**src/chan_status_pkg.sv**
```systemverilog
// Constants for the channel-status register bank
//
// Operation
// - Category code read-only eight bits, zero general
// - Source number in low nibble, resets zero
// - Bits 5:4 hold sub-frame one channel
// - Bits 7:6 hold sub-frame two channel
// - Indicated rate code four bits, resets 0001
// - Clock accuracy bits 5:4, resets 11
// - Bit 0 max length, bits 3:1 length
// - Original rate code bits 7:4, resets zero
// - Consumer/professional select bit, resets consumer
package chan_status_pkg;
  // ---------------------------------------------
  // Register indices; byte address is index times four
  // ---------------------------------------------
  localparam logic [7:0] IDX_RX_CATEGORY = 8'h0e;
  localparam logic [7:0] IDX_RX_SRC_CHAN = 8'h0f;
  localparam logic [7:0] IDX_RX_RATE_ACC = 8'h10;
  localparam logic [7:0] IDX_RX_WORD_LEN = 8'h11;
  localparam logic [7:0] IDX_TX_CFG_FIRST = 8'h12;
  // ---------------------------------------------
  // Field positions
  // ---------------------------------------------
  localparam int SRC_LSB = 0;
  localparam int CH1_LSB = 4;
  localparam int CH2_LSB = 6;
  localparam int RATE_LSB = 0;
  localparam int ACC_LSB = 4;
  localparam int MAX_SAMPLE_LENGTH_FLAG_BIT = 0;
  localparam int WLEN_LSB = 1;
  localparam int ORIG_LSB = 4;
  localparam int CONPRO_BIT = 0;
  // ---------------------------------------------
  // Reset values
  // ---------------------------------------------
  localparam logic [7:0] RST_CATEGORY = 8'h00;
  localparam logic [3:0] RST_SOURCE = 4'h0;
  localparam logic [1:0] RST_CHAN = 2'h0;
  localparam logic [3:0] RST_RATE = 4'h1;
  localparam logic [1:0] RST_ACCURACY = 2'h3;
  localparam logic RST_MAX_SAMPLE_LENGTH_FLAG = 1'b1;
  localparam logic [2:0] RST_WLEN = 3'h0;
  localparam logic [3:0] RST_ORIG = 4'h0;
  localparam logic RST_CONPRO = 1'b0;
endpackage

```
**src/channel_status_register_bank.sv**
```systemverilog
// AHB-Lite register bank for received channel-status fields
`timescale 1ns/1ps
module channel_status_register_bank
  import chan_status_pkg::*;
(
  input wire logic core_clk,
  input wire logic sys_rst,
  input wire logic clkEn,
  input wire logic [31:0] haddr,
  input wire logic [1:0] htrans,
  input wire logic hwrite,
  input wire logic [2:0] hsize,
  input wire logic hsel,
  input wire logic hready,
  input wire logic [31:0] hwdata,
  output logic [31:0] hrdata,
  output logic hreadyout,
  output logic hresp,
  input wire logic blockValid,
  input wire logic [39:0] blockBits,
  output logic consumerProfessionalSelect,
  output logic [4:0] sampleLengthBits
);

  // ---------------------------------------------
  // Captured fields
  // ---------------------------------------------
  logic [7:0] categoryField_q;
  logic [3:0] sourceIndex_q;
  logic [1:0] subframeOneChannel_q;
  logic [1:0] subframeTwoChannel_q;
  logic [3:0] indicatedRateCode_q;
  logic [1:0] clockAccuracyLevel_q;
  logic maxSampleLengthFlag_q;
  logic [2:0] receivedSampleLengthCode_q;
  logic [3:0] originalRateCode_q;
  logic conPro_q;
  logic [7:0] wrIdx_q;
  logic wrPend_q;

  // Decode of the length code against the max flag; zero means unknown
  function automatic logic [4:0] lenBits(input logic maxFlag, input logic [2:0] code);
    logic [4:0] base;
    base = 5'd0;
    case (code)
      3'h1: base = 5'd20;
      3'h2: base = 5'd22;
      3'h4: base = 5'd23;
      3'h5: base = 5'd24;
      3'h6: base = 5'd21;
      default: base = 5'd0;
    endcase
    if (base != 5'd0 && !maxFlag) begin
      base = base - 5'd4;
    end
    return base;
  endfunction

  // Byte address from a register index
  function automatic logic [31:0] byteAddr(input logic [7:0] idx);
    return {22'h0, idx, 2'h0};
  endfunction

  // ---------------------------------------------
  // Capture of the received block
  // ---------------------------------------------
  // Whole block loaded at once so a read never mixes two blocks
  always_ff @(posedge core_clk) begin
    if (sys_rst) begin
      categoryField_q <= RST_CATEGORY;
      sourceIndex_q <= RST_SOURCE;
      subframeOneChannel_q <= RST_CHAN;
      subframeTwoChannel_q <= RST_CHAN;
      indicatedRateCode_q <= RST_RATE;
      clockAccuracyLevel_q <= RST_ACCURACY;
      maxSampleLengthFlag_q <= RST_MAX_SAMPLE_LENGTH_FLAG;
      receivedSampleLengthCode_q <= RST_WLEN;
      originalRateCode_q <= RST_ORIG;
    end else if (clkEn && blockValid) begin
      categoryField_q <= blockBits[15:8];
      sourceIndex_q <= blockBits[19:16];
      subframeOneChannel_q <= blockBits[21:20];
      subframeTwoChannel_q <= blockBits[23:22];
      indicatedRateCode_q <= blockBits[27:24];
      clockAccuracyLevel_q <= blockBits[29:28];
      maxSampleLengthFlag_q <= blockBits[32];
      receivedSampleLengthCode_q <= blockBits[35:33];
      originalRateCode_q <= blockBits[39:36];
    end
  end

  // Decoded sample length for the audio path
  always_ff @(posedge core_clk) begin
    if (sys_rst) begin
      sampleLengthBits <= 5'd0;
    end else if (clkEn) begin
      sampleLengthBits <= lenBits(maxSampleLengthFlag_q, receivedSampleLengthCode_q);
    end
  end

  // ---------------------------------------------
  // AHB-Lite slave
  // ---------------------------------------------
  logic phaseOk;
  assign phaseOk = hsel && hready && htrans[1];

  // Address phase capture of writes
  always_ff @(posedge core_clk) begin
    if (sys_rst) begin
      wrPend_q <= 1'b0;
      wrIdx_q <= 8'h00;
    end else if (clkEn) begin
      wrPend_q <= phaseOk && hwrite && haddr[31:10] == 22'h0;
      wrIdx_q <= haddr[9:2];
    end
  end

  // Only the select bit is writable; received fields ignore writes
  always_ff @(posedge core_clk) begin
    if (sys_rst) begin
      conPro_q <= RST_CONPRO;
    end else if (clkEn && wrPend_q && wrIdx_q == IDX_TX_CFG_FIRST) begin
      conPro_q <= hwdata[CONPRO_BIT];
    end
  end

  always_ff @(posedge core_clk) begin
    if (sys_rst) begin
      consumerProfessionalSelect <= RST_CONPRO;
    end else if (clkEn) begin
      consumerProfessionalSelect <= conPro_q;
    end
  end

  // Read data registered in the address phase; unmapped reads zero
  always_ff @(posedge core_clk) begin
    if (sys_rst) begin
      hrdata <= 32'h0;
    end else if (clkEn && phaseOk && !hwrite) begin
      case ({haddr[31:2], 2'h0})
        byteAddr(IDX_RX_CATEGORY): hrdata <= {24'h0, categoryField_q};
        byteAddr(IDX_RX_SRC_CHAN): hrdata <= {24'h0, subframeTwoChannel_q,
          subframeOneChannel_q, sourceIndex_q};
        byteAddr(IDX_RX_RATE_ACC): hrdata <= {26'h0, clockAccuracyLevel_q,
          indicatedRateCode_q};
        byteAddr(IDX_RX_WORD_LEN): hrdata <= {24'h0, originalRateCode_q,
          receivedSampleLengthCode_q, maxSampleLengthFlag_q};
        byteAddr(IDX_TX_CFG_FIRST): hrdata <= {31'h0, conPro_q};
        default: hrdata <= 32'h0;
      endcase
    end
  end

  // Zero-wait slave, always OKAY
  always_ff @(posedge core_clk) begin
    if (sys_rst) begin
      hreadyout <= 1'b1;
      hresp <= 1'b0;
    end else if (clkEn) begin
      hreadyout <= 1'b1;
      hresp <= 1'b0;
    end
  end

  // ---------------------------------------------
  // Assertions
  // ---------------------------------------------
  // Capture of each field from an accepted block; channel one also held without a block
  a_capture_category: assert property (@(posedge core_clk) disable iff (sys_rst)
    clkEn && blockValid |=> categoryField_q == $past(blockBits[15:8]))
    else $error("category not captured");
  a_capture_source: assert property (@(posedge core_clk) disable iff (sys_rst)
    clkEn && blockValid |=> sourceIndex_q == $past(blockBits[19:16]))
    else $error("source not captured");
  a_chan_one_hold: assert property (@(posedge core_clk) disable iff (sys_rst)
    !blockValid |=> $stable(subframeOneChannel_q))
    else $error("channel one changed");
  a_chan_two_cap: assert property (@(posedge core_clk) disable iff (sys_rst)
    clkEn && blockValid |=> subframeTwoChannel_q == $past(blockBits[23:22]))
    else $error("channel two not captured");
  a_capture_chan_one: assert property (@(posedge core_clk) disable iff (sys_rst)
    clkEn && blockValid |=> subframeOneChannel_q == $past(blockBits[21:20]))
    else $error("channel one not captured");
  a_capture_rate: assert property (@(posedge core_clk) disable iff (sys_rst)
    clkEn && blockValid |=> indicatedRateCode_q == $past(blockBits[27:24]))
    else $error("rate not captured");
  a_capture_accuracy: assert property (@(posedge core_clk) disable iff (sys_rst)
    clkEn && blockValid |=> clockAccuracyLevel_q == $past(blockBits[29:28]))
    else $error("accuracy not captured");
  a_capture_max_flag: assert property (@(posedge core_clk) disable iff (sys_rst)
    clkEn && blockValid |=> maxSampleLengthFlag_q == $past(blockBits[32]))
    else $error("max flag not captured");
  a_capture_len_code: assert property (@(posedge core_clk) disable iff (sys_rst)
    clkEn && blockValid |=> receivedSampleLengthCode_q == $past(blockBits[35:33]))
    else $error("length code not captured");
  a_orig_cap: assert property (@(posedge core_clk) disable iff (sys_rst)
    clkEn && blockValid |=> originalRateCode_q == $past(blockBits[39:36]))
    else $error("original rate not captured");

  // Frozen clock enable keeps every field, so a stalled core sees no tearing
  a_freeze_category: assert property (@(posedge core_clk) disable iff (sys_rst)
    !clkEn |=> $stable(categoryField_q))
    else $error("category moved while frozen");
  a_freeze_source: assert property (@(posedge core_clk) disable iff (sys_rst)
    !clkEn |=> $stable(sourceIndex_q))
    else $error("source moved while frozen");
  a_freeze_chan_one: assert property (@(posedge core_clk) disable iff (sys_rst)
    !clkEn |=> $stable(subframeOneChannel_q))
    else $error("channel one moved while frozen");
  a_freeze_chan_two: assert property (@(posedge core_clk) disable iff (sys_rst)
    !clkEn |=> $stable(subframeTwoChannel_q))
    else $error("channel two moved while frozen");
  a_freeze_rate: assert property (@(posedge core_clk) disable iff (sys_rst)
    !clkEn |=> $stable(indicatedRateCode_q))
    else $error("rate moved while frozen");
  a_freeze_accuracy: assert property (@(posedge core_clk) disable iff (sys_rst)
    !clkEn |=> $stable(clockAccuracyLevel_q))
    else $error("accuracy moved while frozen");
  a_freeze_length: assert property (@(posedge core_clk) disable iff (sys_rst)
    !clkEn |=> $stable(maxSampleLengthFlag_q) && $stable(receivedSampleLengthCode_q))
    else $error("length moved while frozen");
  a_freeze_orig: assert property (@(posedge core_clk) disable iff (sys_rst)
    !clkEn |=> $stable(originalRateCode_q))
    else $error("original rate moved while frozen");
  a_freeze_select: assert property (@(posedge core_clk) disable iff (sys_rst)
    !clkEn |=> $stable(conPro_q) && $stable(consumerProfessionalSelect))
    else $error("select moved while frozen");
  a_freeze_len_out: assert property (@(posedge core_clk) disable iff (sys_rst)
    !clkEn |=> $stable(sampleLengthBits))
    else $error("length output moved while frozen");

  // Without a new block the bank keeps the last one
  a_hold_category: assert property (@(posedge core_clk) disable iff (sys_rst)
    !blockValid |=> $stable(categoryField_q))
    else $error("category changed without block");
  a_hold_rate: assert property (@(posedge core_clk) disable iff (sys_rst)
    !blockValid |=> $stable(indicatedRateCode_q) && $stable(clockAccuracyLevel_q))
    else $error("rate changed without block");
  a_hold_orig: assert property (@(posedge core_clk) disable iff (sys_rst)
    !blockValid |=> $stable(originalRateCode_q))
    else $error("original rate changed without block");

  // Reset values
  a_rate_reset: assert property (@(posedge core_clk)
    sys_rst |=> indicatedRateCode_q == RST_RATE)
    else $error("rate reset wrong");
  a_accuracy_reset: assert property (@(posedge core_clk)
    sys_rst |=> clockAccuracyLevel_q == RST_ACCURACY && maxSampleLengthFlag_q)
    else $error("accuracy reset wrong");
  a_reset_category: assert property (@(posedge core_clk)
    sys_rst |=> categoryField_q == RST_CATEGORY)
    else $error("category reset wrong");
  a_reset_source: assert property (@(posedge core_clk)
    sys_rst |=> sourceIndex_q == RST_SOURCE)
    else $error("source reset wrong");
  a_reset_chan: assert property (@(posedge core_clk)
    sys_rst |=> subframeOneChannel_q == RST_CHAN)
    else $error("channel one reset wrong");
  a_reset_chan_two: assert property (@(posedge core_clk)
    sys_rst |=> subframeTwoChannel_q == RST_CHAN)
    else $error("channel two reset wrong");
  a_reset_length: assert property (@(posedge core_clk)
    sys_rst |=> receivedSampleLengthCode_q == RST_WLEN && maxSampleLengthFlag_q == RST_MAX_SAMPLE_LENGTH_FLAG)
    else $error("length reset wrong");
  a_reset_orig: assert property (@(posedge core_clk)
    sys_rst |=> originalRateCode_q == RST_ORIG)
    else $error("original rate reset wrong");
  a_reset_select: assert property (@(posedge core_clk)
    sys_rst |=> conPro_q == RST_CONPRO && consumerProfessionalSelect == RST_CONPRO)
    else $error("select reset wrong");

  // Length table, both maxima, written out so a broken decode shows
  a_len_decode: assert property (@(posedge core_clk) disable iff (sys_rst)
    clkEn && maxSampleLengthFlag_q && receivedSampleLengthCode_q == 3'h5
    |=> sampleLengthBits == 5'd24)
    else $error("length decode wrong");
  a_len_five_short: assert property (@(posedge core_clk) disable iff (sys_rst)
    clkEn && !maxSampleLengthFlag_q && receivedSampleLengthCode_q == 3'h5 |=> sampleLengthBits == 5'd20)
    else $error("length 101 short wrong");
  a_len_one_long: assert property (@(posedge core_clk) disable iff (sys_rst)
    clkEn && maxSampleLengthFlag_q && receivedSampleLengthCode_q == 3'h1 |=> sampleLengthBits == 5'd20)
    else $error("length 001 long wrong");
  a_len_one_short: assert property (@(posedge core_clk) disable iff (sys_rst)
    clkEn && !maxSampleLengthFlag_q && receivedSampleLengthCode_q == 3'h1 |=> sampleLengthBits == 5'd16)
    else $error("length 001 short wrong");
  a_len_two_long: assert property (@(posedge core_clk) disable iff (sys_rst)
    clkEn && maxSampleLengthFlag_q && receivedSampleLengthCode_q == 3'h2 |=> sampleLengthBits == 5'd22)
    else $error("length 010 long wrong");
  a_len_two_short: assert property (@(posedge core_clk) disable iff (sys_rst)
    clkEn && !maxSampleLengthFlag_q && receivedSampleLengthCode_q == 3'h2 |=> sampleLengthBits == 5'd18)
    else $error("length 010 short wrong");
  a_len_four_long: assert property (@(posedge core_clk) disable iff (sys_rst)
    clkEn && maxSampleLengthFlag_q && receivedSampleLengthCode_q == 3'h4 |=> sampleLengthBits == 5'd23)
    else $error("length 100 long wrong");
  a_len_four_short: assert property (@(posedge core_clk) disable iff (sys_rst)
    clkEn && !maxSampleLengthFlag_q && receivedSampleLengthCode_q == 3'h4 |=> sampleLengthBits == 5'd19)
    else $error("length 100 short wrong");
  a_len_six_long: assert property (@(posedge core_clk) disable iff (sys_rst)
    clkEn && maxSampleLengthFlag_q && receivedSampleLengthCode_q == 3'h6 |=> sampleLengthBits == 5'd21)
    else $error("length 110 long wrong");
  a_len_six_short: assert property (@(posedge core_clk) disable iff (sys_rst)
    clkEn && !maxSampleLengthFlag_q && receivedSampleLengthCode_q == 3'h6 |=> sampleLengthBits == 5'd17)
    else $error("length 110 short wrong");
  a_len_unindicated: assert property (@(posedge core_clk) disable iff (sys_rst)
    clkEn && receivedSampleLengthCode_q == 3'h0 |=> sampleLengthBits == 5'd0)
    else $error("unindicated length not zero");
  a_len_reserved: assert property (@(posedge core_clk) disable iff (sys_rst)
    clkEn && receivedSampleLengthCode_q[1:0] == 2'h3 |=> sampleLengthBits == 5'd0)
    else $error("reserved length not zero");

  // Bus reads return the fields in the low byte, zero above
  a_read_category: assert property (@(posedge core_clk) disable iff (sys_rst)
    clkEn && phaseOk && !hwrite && haddr == byteAddr(IDX_RX_CATEGORY)
    |=> hrdata == {24'h0, $past(categoryField_q)})
    else $error("category read wrong");
  a_read_src_chan: assert property (@(posedge core_clk) disable iff (sys_rst)
    clkEn && phaseOk && !hwrite && haddr == byteAddr(IDX_RX_SRC_CHAN)
    |=> hrdata[3:0] == $past(sourceIndex_q) && hrdata[31:8] == 24'h0)
    else $error("source read wrong");
  a_read_rate_acc: assert property (@(posedge core_clk) disable iff (sys_rst)
    clkEn && phaseOk && !hwrite && haddr == byteAddr(IDX_RX_RATE_ACC)
    |=> hrdata == {26'h0, $past(clockAccuracyLevel_q), $past(indicatedRateCode_q)})
    else $error("rate read wrong");
  a_read_word_len: assert property (@(posedge core_clk) disable iff (sys_rst)
    clkEn && phaseOk && !hwrite && haddr == byteAddr(IDX_RX_WORD_LEN)
    |=> hrdata[7:4] == $past(originalRateCode_q) && hrdata[31:8] == 24'h0)
    else $error("word length read wrong");
  a_read_select: assert property (@(posedge core_clk) disable iff (sys_rst)
    clkEn && phaseOk && !hwrite && haddr == byteAddr(IDX_TX_CFG_FIRST)
    |=> hrdata == {31'h0, $past(conPro_q)})
    else $error("select read wrong");
  a_read_unmapped: assert property (@(posedge core_clk) disable iff (sys_rst)
    clkEn && phaseOk && !hwrite && haddr[31:10] != 22'h0 |=> hrdata == 32'h0)
    else $error("unmapped read not zero");
  a_hrdata_hold: assert property (@(posedge core_clk) disable iff (sys_rst)
    !(clkEn && phaseOk && !hwrite) |=> $stable(hrdata))
    else $error("read data moved");
  a_ready_high: assert property (@(posedge core_clk) disable iff (sys_rst)
    hreadyout == 1'b1)
    else $error("wait state inserted");
  a_resp_okay: assert property (@(posedge core_clk) disable iff (sys_rst)
    hresp == 1'b0)
    else $error("error response given");

  // Writes reach only the select bit
  a_ro_write: assert property (@(posedge core_clk) disable iff (sys_rst)
    clkEn && wrPend_q && wrIdx_q != IDX_TX_CFG_FIRST |=> $stable(conPro_q))
    else $error("select changed by other write");
  a_select_write: assert property (@(posedge core_clk) disable iff (sys_rst)
    clkEn && wrPend_q && wrIdx_q == IDX_TX_CFG_FIRST |=> conPro_q == $past(hwdata[CONPRO_BIT]))
    else $error("select register not written");
  a_conpro_out: assert property (@(posedge core_clk) disable iff (sys_rst)
    clkEn && wrPend_q && wrIdx_q == IDX_TX_CFG_FIRST && $past(clkEn)
    ##1 clkEn |=> consumerProfessionalSelect == $past(hwdata[0], 2))
    else $error("select bit not written");

endmodule

```
**config.mk**
```make
export PLATFORM = sky130hd
export DESIGN_NAME = channel_status_register_bank
export DESIGN_NICKNAME = d
export VERILOG_FILES = /design/src/chan_status_pkg.sv /design/src/channel_status_register_bank.sv
export SDC_FILE = /design/constraint.sdc
export NUM_CORES = 1
export LEC_CHECK = 0
export ABC_CLOCK_PERIOD_IN_PS = 4300
export BUFFER_PORTS_ARGS = -buffer_cell sky130_fd_sc_hd__buf_2
export CORE_ASPECT_RATIO = 0.8
export CORE_MARGIN = 1
export CORE_UTILIZATION = 45
export CTS_CLUSTER_SIZE = 20
export DETAILED_ROUTE_END_ITERATION = 6
export GPL_ROUTABILITY_DRIVEN = 0
export PLACE_DENSITY = 0.8
export SETUP_SLACK_MARGIN = 0.5
export SLEW_MARGIN = 30
export SYNTH_ARGS = -nofsm -noshare
export SYNTH_HDL_FRONTEND = slang
export SYNTH_SLANG_ARGS = --single-unit
```
**constraint.sdc**
```tcl
create_clock -name core_clk -period 4.3 [get_ports core_clk]
set_input_delay 0.43 -clock core_clk [delete_from_list [all_inputs] [get_ports core_clk]]
set_output_delay 0.43 -clock core_clk [all_outputs]
set_load 0.01 [all_outputs]
```
==> metrics.cfg <==
[global_routing]
grt_usage_pct = 19.5
grt_pass1_vias = 1976
busiest_layer = met2
use_met1_pct = 26.8
antenna_found_initial = 0
grt_pass1_wl_um = 9170
grt_max_degree = 49
grt_overflow_total = 0
grt_use_met3_pct = 4.05
use_met2_pct = 30.2

[clock_tree]
clk_pin_slew_worst_paths_ns = 0.09
postCtsSetupBuffers = 0
numCtsBuffers = 5
cts_htree_levels = 2
ctsResizeCount = 0
tritoncts = done
cts-root-buf = clkbuf_8
clkLatencyLatePin_ns = 0.31
clkSinkCount = 54
cts_hold_buf = 0
cts_buffer_depth = 2

[power_and_ir_drop]
seqPwrFrac_pct = 55.4
p_int_w = 0.000707
pwr-share-clk_pct = 30.8
switching_share_pct = 26.5
peakVddDrop_mv = 0.194
p_switching_w = 0.000255
p_comb_share_pct = 13.8
p_per_area_nw_per_um2 = 320
p_leak_nw = 1.34
p_total_w = 0.000962

[timing]
rsz0062_at_grt = false
fin_crit_sh_pct = 45.8
slew_headroom_pct = 43.9
setup_ws_ns = 2.33
skew_ns = 0.00521
finalSetupViolCount = 0
setup_tns_ns = 0
final-hold-violation-count = 0
min_period_ns = 1.97
max_freq_ghz = 0.507
finalMaxSlewViolations = 0
tightest_slew_ns = 0.841

[synth]
syn-instance-count = 306
yosysSeqAreaShare_pct = 41.9
yosysWarningCount = 0
synth.most_common_cell = nand2_1
ys_types = 41
synth_area_leader_cell = dfxtp_1
yosysTopAreaCellShare_pct = 41.9
synth_seq_cells = 54
synth_area_leaders = dfxtp_1 42%, nand2_1 10%, buf_4 7.6%, a21oi_1 6.8%, mux2i_1 4.7%
synth_ff_type = dfxtp_1
avgSynthCellArea_um2 = 8.44
mappedNetlistArea_um2 = 2580
synthArstFlopShare_pct = 0
synth_edf_count = 0
synth_top_cells_by_count = 69 x nand2_1, 54 x dfxtp_1, 35 x a21oi_1

[setup_path]
r2r_setup_slack_ns = 2.36
endpoint = hrdata[6]$_SDFFE_PP0P_
rr_startpoint = receivedSampleLengthCode_q[0]$_SDFFE_PP0P_
critical_path_cell_count = 5
cp_slowest_stage_delay_ns = 0.54
worstSetupStartpointType = input port
crit_fanout = 48
crit_type = input port to flop
crit_path_end_kind = flop
cp.required_ns = 4.56
path_cells = buf_2 > or4_4 > nor3_2 > nor4b_4 > a22o_1
path_buf_inv = 1
r2r_end = sampleLengthBits[3]$_SDFFE_PP0P_
cp_data_arrival_time_ns = 2.23
path_delay_family = simple AND/OR/NAND/NOR gates
cp_slowest_cell = nor4b_4
ff2ff_path_depth = 7
startpoint = sys_rst

[place]
portBuffers = 82
pre_cts_slack_ns = 1.99
dp_hpwl_um = 4150

[cells_and_area]
final_util_pct = 54.8
final_nets = 490
drive_gt1_share_pct = 27.3
num_antenna_cells = 0
syn_to_final_growth_pct = 16.6

[floorplan]
die_h_um = 69.8
start_util_pct = 47.0
core_area_um2 = 5500
die_area_um2 = 6050
io_pins = 156
fp.dieW_um = 86.7
rows = 24

[drt]
drc_errors = 0
drt-initial-drc-count = 125
routed-via-count = 2255
drt_first_pass_iters = 4
wirelength_um = 5850
wl_per_cell_um = 13.0
ant_nets = 0
viasPerCell = 5.00

[flow_run]
drv_cap = 0

[status]
outcome = finished clean

[worst_hold_path]
hp-class = input port to flop

-- layout by cell type (no fill, tap or decap), drive strengths merged, types with 2 or more instances in the layout --
cell type / netlist / layout
buf: 29 / 82
nand2: 69 / 69
dfxtp: 54 / 54
a21oi: 35 / 35
conb: 2 / 26
nor2: 18 / 18
mux2i: 12 / 12
a22o: 11 / 11
a22oi: 6 / 6
clkbuf: 18 / 6
nand3b: 5 / 5
nor4: 5 / 5
mux2: 5 / 5
a221oi: 4 / 4
nor3: 4 / 4
nor4b: 3 / 3
nand2b: 2 / 2
nor2b: 2 / 2
inv: 2 / 2
a211oi: 2 / 2
ha: 2 / 2
nand4: 2 / 2
or4: 2 / 2
-- sequential cells by signal, indices dropped and copies added (netlist names), 2 cells and up --
signal,flops
sourceIndex_q,4
indicatedRateCode_q,4
hrdata,8
clockAccuracyLevel_q,2
originalRateCode_q,4
sampleLengthBits,5
receivedSampleLengthCode_q,3
subframeTwoChannel_q,2
categoryField_q,8
subframeOneChannel_q,2
wrIdx_q,8
-- logic make-up after synthesis --
logic type / Yosys count / synth area share [%]
adders and majority gates: 2 / 0.969
and+or+nand+nor: 117 / 22.3
DFF: 54 / 41.9
xor gates and xnor gates: 1 / 0.339
AOI/OAI and AO/OA: 64 / 16.1
muxes: 17 / 6.83
other: 2 / 0.291
buffers and inverters: 49 / 11.3
-- per-stage QoR --
stage	area, um^2	hold WS, ns	cells
6_report	3010	0.334	451
4_1_cts	3010	0.334	451
5_1_grt	3010	0.347	451
3_3_place_gp	2900	0.440	443
3_5_place_dp	2910	0.445	443
2_1_floorplan	2670	0.433	330
-- how the worst min path moves through the flow --
stage                                                    start                                   end  slack (ns)  cells past startpoint
after floorplan             originalRateCode_q[0]$_SDFFE_PP0P_    originalRateCode_q[0]$_SDFFE_PP0P_        0.43                      2
after global routing                             blockBits[15]       categoryField_q[7]$_SDFFE_PP0P_        0.35                      3
after global placement      originalRateCode_q[0]$_SDFFE_PP0P_    originalRateCode_q[0]$_SDFFE_PP0P_        0.44                      2
final                                            blockBits[29]  clockAccuracyLevel_q[1]$_SDFFE_PP1P_        0.33                      3
after CTS                                        blockBits[29]  clockAccuracyLevel_q[1]$_SDFFE_PP1P_        0.33                      3
after detailed placement  subframeOneChannel_q[1]$_SDFFE_PP0P_  subframeOneChannel_q[1]$_SDFFE_PP0P_        0.45                      2
-- tightest hold or removal path, stage by stage --
cell and delay, ns:
buf_2 0.07, nand2_1 0.04, nand3b_1 0.07
-- final cells by class --
type	instances	area [um^2]
fillers	509	2480
multi-input cells	227	1320
flip-flops and latches	54	1080
repair buffers	82	410
well taps	78	97.6
clock buffers	6	82.6
clock inverters	2	12.5
inverters	2	7.51
-- power by group through the flow --
stage          registers (W)  clock network [W]  logic, W
6_report            0.000534           0.000296  0.000132
5_1_grt             0.000537           0.000321  0.000147
4_1_cts             0.000534           0.000301  0.000132
3_5_place_dp        0.000545                  0  0.000131
3_3_place_gp        0.000544                  0  0.000127
2_1_floorplan       0.000541                  0  0.000102
-- metal layers --
| layer | vias up | routed length (um) |
|---|---|---|
| met5 | - | 0 |
| li1 | 1132 | - |
| met2 | 76 | 2710 |
| met3 | 11 | 385 |
| met1 | 1036 | 2650 |
| met4 | 0 | 111 |
Power figures use the tool's default switching activity.
